$ cat src/hdl/ldl_pkg.sv
package ldl_pkg;
   localparam int CLK_MHZ = 20;
   localparam int SECOND_MS = 1000;
   localparam int SECOND_CYCLES = SECOND_MS * 1000 * CLK_MHZ;
   localparam int EXZ_W = 16;
   localparam int RUN_W = 7;
   localparam int LOS_W = 12;
   localparam int WIN_W = 8;
   localparam int SUB_LEN = 8;
   localparam logic [1:0] ZERO_COUNT_ON = 2'h1;
   localparam logic [RUN_W-1:0] EXZ_AMI_ANSI = 7'h0F;
   localparam logic [RUN_W-1:0] EXZ_AMI_FCC = 7'h50;
   localparam logic [RUN_W-1:0] EXZ_B8ZS = 7'h07;
   localparam logic [RUN_W-1:0] EXZ_HDB3 = 7'h03;
   localparam logic [LOS_W-1:0] LOS_T1_I431 = 12'h608;
   localparam logic [LOS_W-1:0] LOS_E1_G775 = 12'h020;
   localparam logic [LOS_W-1:0] LOS_E1_I431 = 12'h800;
   localparam logic [WIN_W-1:0] WIN_T1_LEN = 8'h80;
   localparam logic [WIN_W-1:0] WIN_T1_MARKS = 8'h10;
   localparam logic [RUN_W-1:0] WIN_T1_ZEROS = 7'h64;
   localparam logic [WIN_W-1:0] WIN_E1_LEN = 8'h20;
   localparam logic [WIN_W-1:0] WIN_E1_MARKS = 8'h04;
   localparam logic [RUN_W-1:0] WIN_E1_ZEROS = 7'h10;
   typedef logic [1:0] ldl_sym_type;
   typedef enum logic {LINK_OK, LINK_LOST} ldl_los_type;
endpackage : ldl_pkg

$ cat src/hdl/ldl_stream_if.sv
`timescale 1ns/10ps
interface ldl_stream_if #(parameter int WIDTH = 1) ();
   logic             valid;
   logic             ready;
   logic [WIDTH-1:0] data;
   modport src (output valid, output data, input ready);
   modport snk (input valid, input data, output ready);
endinterface : ldl_stream_if

$ cat src/hdl/ldl_fifo.sv
`timescale 1ns/10ps
module ldl_fifo #(
   parameter int WIDTH = 1,
   parameter int DEPTH = 16
) (
   input wire logic  clk,     // system clock
   input wire logic  rst,     // sync reset
   ldl_stream_if.snk fillPort,  // write side
   ldl_stream_if.src drainPort  // read side
);
   import ldl_pkg::*;
   localparam int AW = $clog2(DEPTH);
   logic [WIDTH-1:0] mem [DEPTH];
   logic [AW:0]      wrPtr_reg;
   logic [AW:0]      rdPtr_reg;
   logic             full;
   logic             empty;
   logic             doWrite;
   logic             doRead;

   assign empty = (wrPtr_reg == rdPtr_reg);
   assign full = (wrPtr_reg[AW] != rdPtr_reg[AW]) && (wrPtr_reg[AW-1:0] == rdPtr_reg[AW-1:0]);
   assign fillPort.ready = !full;
   assign drainPort.valid = !empty;
   assign drainPort.data = mem[rdPtr_reg[AW-1:0]];
   assign doWrite = fillPort.valid && !full;
   assign doRead = drainPort.ready && !empty;

   always_ff @(posedge clk)
   begin
      if (doWrite)
         mem[wrPtr_reg[AW-1:0]] <= fillPort.data;
   end

   always_ff @(posedge clk)
   begin
      if (rst)
         wrPtr_reg <= '0;
      else if (doWrite)
         wrPtr_reg <= wrPtr_reg + 1'b1;
   end

   always_ff @(posedge clk)
   begin
      if (rst)
         rdPtr_reg <= '0;
      else if (doRead)
         rdPtr_reg <= rdPtr_reg + 1'b1;
   end
endmodule : ldl_fifo

$ cat src/hdl/ldl_line_decoder.sv
`timescale 1ns/10ps
module ldl_line_decoder #(
   parameter int FIFO_DEPTH = 16,
   parameter int SECOND_COUNT = ldl_pkg::SECOND_CYCLES,
   parameter logic [ldl_pkg::LOS_W-1:0] T1_ANSI_LOS_BITS = ldl_pkg::LOS_T1_I431
) (
   input  wire logic                      sys_clk,                 // 20 MHz
   input  wire logic                      rst,                     // sync, high
   input  wire logic                      rxPos,                   // positive rail pin
   input  wire logic                      rxNeg,                   // negative rail pin
   input  wire logic                      rxClk,                   // recovered clock pin
   input  wire logic                      ampLow,                  // amplitude below Q
   input  wire logic                      ampHigh,                 // amplitude above Q+4 dB
   input  wire logic                      e1Mode,                  // 1 = E1, 0 = T1/J1
   input  wire logic                      lineCodeSelect,          // 1 = B8ZS/HDB3
   input  wire logic                      zeroRuleSelect,          // 1 = FCC
   input  wire logic [1:0]                zeroCountEnable,         // 01 counts
   input  wire logic                      counterReportMode,       // 1 = auto
   input  wire logic                      counterTransferRequest,  // rise copies
   input  wire logic                      counterOverflowIntEn,    // enable
   input  wire logic                      violationIntEn,          // enable
   input  wire logic                      zeroIntEn,               // enable
   input  wire logic                      signalLossEdgeSelect,    // 1 = both edges
   input  wire logic                      signalLossIntEn,         // enable
   input  wire logic                      lossCriteriaSelect,      // 1 = I.431
   input  wire logic [4:0]                lossThreshold,           // Q setting
   input  wire logic                      allOnesInsert,           // ones during loss
   input  wire logic                      violationFlagClr,        // clear pulse
   input  wire logic                      zeroFlagClr,             // clear pulse
   input  wire logic                      counterOverflowFlagClr,  // clear pulse
   input  wire logic                      signalLossFlagClr,       // clear pulse
   input  wire logic                      outReady,                // drain ready
   output logic                           outData,                 // decoded bit
   output logic                           outValid,                // bit available
   output logic                           decodeReady,             // fifo has room
   output logic                           bpvEvent,                // to perf monitor
   output logic                           cvEvent,                 // code violation
   output logic                           exzEvent,                // excessive zeros
   output logic [ldl_pkg::EXZ_W-1:0]      holdCount,               // held count
   output logic                           violationFlag,           // sticky
   output logic                           zeroFlag,                // sticky
   output logic                           counterOverflowFlag,     // sticky
   output logic                           signalLossFlag,          // sticky
   output logic                           signalLossState,         // current loss
   output logic [4:0]                     lossThresholdOut,        // to comparator
   output logic                           intOut                   // interrupt
);
   import ldl_pkg::*;
   localparam int SEC_W = $clog2(SECOND_COUNT);
   localparam logic [RUN_W-1:0] RUN_MAX = '1;

   logic [4:0]          syncA_reg;
   logic [4:0]          syncB_reg;
   logic                clkPrev_reg;
   ldl_sym_type         symWin_reg [SUB_LEN];
   logic [SUB_LEN-1:0]  subMask_reg;
   ldl_sym_type         lastPulse_reg;
   ldl_sym_type         lastV_reg;
   logic [RUN_W-1:0]    runLen_reg;
   logic [RUN_W-1:0]    runLen_next;
   logic                outBit_reg;
   logic                outStrobe_reg;
   logic [EXZ_W-1:0]    cnt_reg;
   logic                trfPrev_reg;
   logic [SEC_W-1:0]    secCnt_reg;
   ldl_los_type         los_reg;
   logic                losPrev_reg;
   logic [LOS_W-1:0]    lowRun_reg;
   logic [WIN_W-1:0]    winCnt_reg;
   logic [WIN_W-1:0]    marks_reg;
   logic                winOk_reg;
   logic                strobe;
   logic                ampLowS;
   logic                ampHighS;
   ldl_sym_type         newSym;
   ldl_sym_type         w [SUB_LEN];
   ldl_sym_type         hdbRef;
   logic                b8zsHit;
   logic                hdb3Hit;
   logic                subHit;
   logic                masked;
   logic                violation;
   logic                bpvEv;
   logic                cvEv;
   logic                violEv;
   logic                exzEv;
   logic                countEv;
   logic                secTick;
   logic                trfTick;
   logic                overflowEv;
   logic                pulse;
   logic [RUN_W-1:0]    exzLimit;
   logic                winEnd;
   logic                winPass;
   logic [WIN_W-1:0]    marksNew;
   logic                winOkNew;

   function automatic logic isPulse(input ldl_sym_type s);
      return |s;
   endfunction : isPulse

   function automatic logic sameSign(input ldl_sym_type a, input ldl_sym_type b);
      return (a == b) && (|a);
   endfunction : sameSign

   // rails, clock and amplitude come from outside
   always_ff @(posedge sys_clk)
   begin
      if (rst)
      begin
         syncA_reg <= '0;
         syncB_reg <= '0;
         clkPrev_reg <= 1'b0;
      end
      else
      begin
         syncA_reg <= {ampHigh, ampLow, rxClk, rxNeg, rxPos};
         syncB_reg <= syncA_reg;
         clkPrev_reg <= syncB_reg[2];
      end
   end

   assign strobe = syncB_reg[2] && !clkPrev_reg;
   assign newSym = {syncB_reg[0], syncB_reg[1] && !syncB_reg[0]};
   assign ampLowS = syncB_reg[3];
   assign ampHighS = syncB_reg[4];

   always_comb
   begin
      for (int i = 0; i < SUB_LEN; i++)
         w[i] = symWin_reg[i];
   end

   assign pulse = isPulse(w[0]);
   assign b8zsHit = (w[0] == 2'h0) && (w[1] == 2'h0) && (w[2] == 2'h0)
                    && sameSign(w[3], lastPulse_reg) && isPulse(w[4])
                    && !sameSign(w[4], w[3]) && (w[5] == 2'h0)
                    && sameSign(w[6], w[4]) && sameSign(w[7], w[3]);
   assign hdbRef = pulse ? w[0] : lastPulse_reg;
   assign hdb3Hit = (w[1] == 2'h0) && (w[2] == 2'h0) && sameSign(w[3], hdbRef)
                    && (!pulse || !sameSign(w[0], lastPulse_reg));
   assign subHit = strobe && lineCodeSelect && !subMask_reg[0]
                   && (e1Mode ? hdb3Hit : b8zsHit);
   assign masked = subMask_reg[0] || subHit;
   assign violation = sameSign(w[0], lastPulse_reg);
   assign bpvEv = strobe && !lineCodeSelect && violation;
   assign cvEv = strobe && lineCodeSelect
                 && ((violation && !masked) || (subHit && e1Mode && sameSign(w[3], lastV_reg)));
   assign violEv = bpvEv || cvEv;

   always_comb
   begin
      if (!lineCodeSelect)
         exzLimit = zeroRuleSelect ? EXZ_AMI_FCC : EXZ_AMI_ANSI;
      else
         exzLimit = e1Mode ? EXZ_HDB3 : EXZ_B8ZS;
   end

   assign runLen_next = pulse ? '0 : ((runLen_reg == RUN_MAX) ? runLen_reg : runLen_reg + 1'b1);
   assign exzEv = strobe && !pulse && (runLen_reg == exzLimit);

   always_ff @(posedge sys_clk)
   begin
      if (rst)
      begin
         for (int i = 0; i < SUB_LEN; i++)
            symWin_reg[i] <= '0;
         subMask_reg <= '0;
         lastPulse_reg <= '0;
         lastV_reg <= '0;
         runLen_reg <= '0;
      end
      else if (strobe)
      begin
         for (int i = 0; i < SUB_LEN - 1; i++)
            symWin_reg[i] <= symWin_reg[i+1];
         symWin_reg[SUB_LEN-1] <= newSym;
         subMask_reg <= {1'b0, subMask_reg[SUB_LEN-1:1]};
         if (subHit)
            subMask_reg <= e1Mode ? SUB_LEN'(8'h07) : SUB_LEN'(8'h7F);
         if (subHit)
            lastV_reg <= w[3];
         if (pulse)
            lastPulse_reg <= w[0];
         runLen_reg <= runLen_next;
      end
   end

   always_ff @(posedge sys_clk)
   begin
      if (rst)
      begin
         outBit_reg <= 1'b0;
         outStrobe_reg <= 1'b0;
         bpvEvent <= 1'b0;
         cvEvent <= 1'b0;
         exzEvent <= 1'b0;
      end
      else
      begin
         outStrobe_reg <= strobe;
         if (strobe)
            outBit_reg <= ((los_reg == LINK_LOST) && allOnesInsert) || (pulse && !masked);
         bpvEvent <= bpvEv;
         cvEvent <= cvEv;
         exzEvent <= exzEv;
      end
   end

   assign secTick = (secCnt_reg == SEC_W'(SECOND_COUNT - 1));
   always_ff @(posedge sys_clk)
   begin
      if (rst || secTick)
         secCnt_reg <= '0;
      else
         secCnt_reg <= secCnt_reg + 1'b1;
   end

   always_ff @(posedge sys_clk)
   begin
      if (rst)
         trfPrev_reg <= 1'b0;
      else
         trfPrev_reg <= counterTransferRequest;
   end

   assign trfTick = counterReportMode ? secTick : (counterTransferRequest && !trfPrev_reg);
   assign countEv = exzEv && (zeroCountEnable == ZERO_COUNT_ON);
   assign overflowEv = countEv && !trfTick && (&cnt_reg);

   always_ff @(posedge sys_clk)
   begin
      if (rst)
         cnt_reg <= '0;
      else if (trfTick)
         cnt_reg <= countEv ? EXZ_W'(1) : '0;
      else if (countEv)
         cnt_reg <= cnt_reg + 1'b1;
   end

   always_ff @(posedge sys_clk)
   begin
      if (rst)
         holdCount <= '0;
      else if (trfTick)
         holdCount <= cnt_reg;
   end

   function automatic logic [LOS_W-1:0] losLimit(input logic e1, input logic loss_criteria_select);
      if (e1)
         return loss_criteria_select ? LOS_E1_I431 : LOS_E1_G775;
      return loss_criteria_select ? LOS_T1_I431 : T1_ANSI_LOS_BITS;
   endfunction : losLimit

   assign marksNew = marks_reg + WIN_W'(pulse);
   assign winOkNew = winOk_reg && ampHighS
                     && (runLen_next < (e1Mode ? WIN_E1_ZEROS : WIN_T1_ZEROS));
   assign winEnd = (winCnt_reg == ((e1Mode ? WIN_E1_LEN : WIN_T1_LEN) - 1'b1));
   assign winPass = winOkNew && (marksNew >= (e1Mode ? WIN_E1_MARKS : WIN_T1_MARKS));

   always_ff @(posedge sys_clk)
   begin
      if (rst)
         lowRun_reg <= '0;
      else if (strobe)
         lowRun_reg <= (ampLowS && !(&lowRun_reg)) ? lowRun_reg + 1'b1 : (ampLowS ? lowRun_reg : '0);
   end

   always_ff @(posedge sys_clk)
   begin
      if (rst)
      begin
         los_reg <= LINK_OK;
         winCnt_reg <= '0;
         marks_reg <= '0;
         winOk_reg <= 1'b1;
      end
      else
      begin
         case (los_reg)
            LINK_OK:
            begin
               winCnt_reg <= '0;
               marks_reg <= '0;
               winOk_reg <= 1'b1;
               if (strobe && ampLowS && (lowRun_reg == losLimit(e1Mode, lossCriteriaSelect) - 1'b1))
                  los_reg <= LINK_LOST;
            end
            LINK_LOST:
            begin
               if (strobe)
               begin
                  winCnt_reg <= winEnd ? '0 : winCnt_reg + 1'b1;
                  marks_reg <= winEnd ? '0 : marksNew;
                  winOk_reg <= winEnd ? 1'b1 : winOkNew;
                  if (winEnd && winPass)
                     los_reg <= LINK_OK;
               end
            end
            default:
               los_reg <= LINK_OK;
         endcase
      end
   end

   assign signalLossState = (los_reg == LINK_LOST);

   // flags: set wins over clear
   always_ff @(posedge sys_clk)
   begin
      if (rst)
      begin
         violationFlag <= 1'b0;
         zeroFlag <= 1'b0;
         counterOverflowFlag <= 1'b0;
         signalLossFlag <= 1'b0;
         losPrev_reg <= 1'b0;
         intOut <= 1'b0;
         lossThresholdOut <= '0;
      end
      else
      begin
         losPrev_reg <= signalLossState;
         lossThresholdOut <= lossThreshold;
         violationFlag <= violEv || (violationFlag && !violationFlagClr);
         zeroFlag <= exzEv || (zeroFlag && !zeroFlagClr);
         counterOverflowFlag <= overflowEv || (counterOverflowFlag && !counterOverflowFlagClr);
         signalLossFlag <= (signalLossState && !losPrev_reg)
                           || (signalLossEdgeSelect && !signalLossState && losPrev_reg)
                           || (signalLossFlag && !signalLossFlagClr);
         intOut <= (violationFlag && violationIntEn) || (zeroFlag && zeroIntEn)
                   || (counterOverflowFlag && counterOverflowIntEn)
                   || (signalLossFlag && signalLossIntEn);
      end
   end

   ldl_stream_if #(.WIDTH(1)) fillSide ();
   ldl_stream_if #(.WIDTH(1)) drainSide ();

   assign fillSide.valid = outStrobe_reg;
   assign fillSide.data = outBit_reg;
   assign decodeReady = fillSide.ready;
   assign outValid = drainSide.valid;
   assign outData = drainSide.data;
   assign drainSide.ready = outReady;

   ldl_fifo #(
      .WIDTH (1),
      .DEPTH (FIFO_DEPTH)
   ) bitFifo (
      .clk       (sys_clk),
      .rst       (rst),
      .fillPort  (fillSide),
      .drainPort (drainSide)
   );
endmodule : ldl_line_decoder

$ cat config.mk
export PLATFORM = sky130hd
export DESIGN_NAME = ldl_line_decoder
export DESIGN_NICKNAME = d
export VERILOG_FILES = /design/src/hdl/ldl_pkg.sv /design/src/hdl/ldl_stream_if.sv /design/src/hdl/ldl_fifo.sv /design/src/hdl/ldl_line_decoder.sv
export SDC_FILE = /design/constraint.sdc
export NUM_CORES = 1
export LEC_CHECK = 0
export BUFFER_PORTS_ARGS = -buffer_cell sky130_fd_sc_hd__buf_2
export CORE_ASPECT_RATIO = 1.75
export CORE_MARGIN = 2
export CORE_UTILIZATION = 31
export DETAILED_ROUTE_END_ITERATION = 7
export GPL_TIMING_DRIVEN = 1
export SLEW_MARGIN = 20
export SYNTH_ARGS = -nofsm -noshare
export SYNTH_HDL_FRONTEND = slang
export SYNTH_HIERARCHICAL = 1
export SYNTH_SLANG_ARGS = --single-unit
$ cat constraint.sdc
create_clock -name sys_clk -period 2.4 [get_ports sys_clk]
set_input_delay 0.72 -clock sys_clk [delete_from_list [all_inputs] [get_ports sys_clk]]
set_output_delay 0.72 -clock sys_clk [all_outputs]
set_load 0.05 [all_outputs]
==> impl_metrics.yaml <==
synth:
  synth_cell_type_count: 67
  yosysTopAreaCell: "dfxtp_1"
  async_flop_share_pct: 0
  synth_cells: 878
  yosysTopAreaCellShare_pct: 35.7
  ys_seq_area_share_pct: 47.4
  syn-cell-area_um2: 8240
  yosys_warnings: 6
  ys_seq_elements: 179
  synthTopCellsByArea: "dfxtp_1, edfxtp_1, nor2_1"
  syn_avg_cell_area_um2: 9.38
  synth_top_flop_cell: "dfxtp_1"
  synth_enable_flop_cells: 32
  yosys.cell_count.top_type: "dfxtp_1"
  synthesis.nets: 926
  synth_common_cells: "dfxtp_1, nor2_1, nand2_1, a21oi_1, nand3_1"
clock_tree:
  clk_latency_ps: 440
  cts.sinks: 179
  ctsHoldBuffers: 0
  clockBufferDepth: 2
  clkTransAtPathRegs_ps: 70
  cts_tree: "yes"
  cts_buffers: 17
  cts-root-buf: "clkbuf_16"
  htree_levels: 4
critical_path:
  max_stage_delay_ps: 510
  critPathMaxFanout: 4
  slowest_stage: "mux4_2"
  crit_path_start_kind: "flop"
  path_cells: "mux4_2 > mux4_2 > buf_6"
  crit_type: "flop to output port"
  critPathCaptureType: "output port"
  required_ps: 1680
  worst_path_most_repeated_cell: "mux4_2"
  arrival_ps: 1980
power_and_ir_drop:
  cell_internal_pwr_uw: 4740
  pwr-share-comb_pct: 5.3
  p_leak_uw: 0.00363
  power.share.switching_pct: 23.7
  ir_worst_vdd_mv: 0.730
  p_seq_share_pct: 50.4
  total_power_uw: 6220
  switchingPower_uw: 1480
  power_frac_clock_pct: 44.3
  p_per_area_nw_per_um2: 636
global_route:
  grt_max_degree: 30
  grt_pass1_wl_mm: 30.4
  antenna_found_initial: 0
  overflow: 0
  grt_pass1_vias: 6351
  track_usage_pct: 13.6
final_layout:
  final_nets: 1008
  synthToLayoutAreaGrowth_pct: 18.6
  drive_above_1_share_pct: 19.1
  fillerInstances: 2634
  largest_reg_flops: 25
  diodes: 0
  final_cell_count_no_fill: 1297
  stdcell_area_um2: 9780
drt:
  dr.pass1.iters: 4
  wl_mm: 18.2
  antenna_left: 0
  wl_per_cell_um: 14.1
  route.detailed.drc: 0
  avgViaCountPerCell: 5.03
  vias: 6529
  drt_iter0_markers: 259
status:
  status: "complete, but fails checks"
  failed_checks: "setup timing"
sta:
  period_share_pct: 113
  drv_slew: 0
  worst_pin_slew_ps: 744
  setup_ws_ps: -302
  setup_viol: 1
  period_needed_ps: 2700
  fin_tns_setup_ps: -302
  grt_setup_unrepaired: "true"
  fmax_mhz: 370
  hold_viol: 0
  slew_headroom_pct: 50.3
  fin_hold_ws_ps: 430
  fin_skew_ps: 11.0
placement:
  gp_congestion: 0.776
  portBuffers: 63
  place_area_um2: 9060
  dp_hpwl_mm: 13.4
  placed_cells: 1261
die:
  die_w_um: 127
  num_rows: 79
  die_h_um: 220
  coreArea_um2: 26400
  design.die.area_um2: 27900
  start_util_pct: 31.2
  io_pins: 64
run:
  max_cap_violations: 0
hold_path:
  hp-class: "flop to flop"
==> cell families after synthesis <==
| kind of cell | share of synthesized area (%) |
|---|---|
| simple gates | 25.5 |
| flops | 47.4 |
| compound gates | 9.52 |
| buf+inv | 3.42 |
| xor+xnor | 6.06 |
| mux | 5.51 |
| fa+ha+maj | 2.58 |
==> power by group through the flow <==
stage	Sequential [µW]	Combinational (µW)	Clock [µW]
after floorplan	3200	201	0
after global placement	3200	314	0
after detailed placement	3200	317	0
after CTS	3130	323	2850
after global routing	3140	363	2960
final	3130	330	2760
==> through the flow <==
step | util, % | setup slack, ps
final | 37.0 | -302
after global routing | 37.0 | -367
after CTS | 36.7 | -346
after detailed placement | 34.3 | -168
after global placement | 34.3 | -166
after floorplan | - | 16.0
==> path summary, 6_finish.rpt <==
check | start | to | slack [ps] | depth (start not counted)
max reg2reg | symWin_reg[0][3]$_SDFFCE_PN0P_ | lastV_reg[0]$_SDFFE_PP0P_ | 130 | 7
max | flop | outData | -300 | 3
min reg2reg | syncA_reg[2]$_SDFF_PP0_ | syncB_reg[2]$_SDFF_PP0_ | 430 | 1
min | syncA_reg[2]$_SDFF_PP0_ | syncB_reg[2]$_SDFF_PP0_ | 430 | 1
==> layer usage <==
layer	wire length, µm	global-route usage [%]	vias to the layer above
met5	0	0	-
met2	10000	26.2	120
li1	-	-	3282
met1	6930	13.1	3092
met3	574	3.18	35
met4	682	7.29	0
==> placed cells by master, fill, tap and decap left out, types with 11 or more instances in the layout <==
cell type	netlist	routed
ha_1	17	16
edfxtp_1	32	32
a21oi_1	38	38
nand2_1	67	66
o21ai_0	18	16
dfxtp_1	147	140
nor3_1	22	22
clkbuf_16	0	18
nor2_1	122	122
and3_1	23	22
and2_1	12	12
nand3_1	37	37
buf_4	0	42
nor2b_1	33	32
xnor2_1	27	23
buf_2	6	60
mux2i_1	24	24
xor2_1	30	29
nand4_1	19	19
nor3b_1	11	11
inv_1	20	19
==> critical path, delay by kind of cell (launching register included) <==
family	cells	cell delay [ps]
buf+inv	1	170
mux	2	990
flops	1	390
==> cell type report <==
type / instances / area (µm²) / area share [%]
multi-input cells: 636 / 4130 / 42.2
flip-flops and latches: 179 / 3920 / 40.0
repair buffers: 106 / 678 / 6.94
clock buffers: 21 / 462 / 4.72
well taps: 324 / 405 / 4.15
clock inverters: 11 / 113 / 1.15
inverters: 20 / 75.1 / 0.768
==> what timing repair did <==
item | in CTS | in global routing
cloned | 0 | 0
pin swaps | 0 | 4
setup buffers | 0 | 4
resized for setup | 15 | 14
setup endpoints to repair | 4 | 14
(Power assumes the default switching activity.)
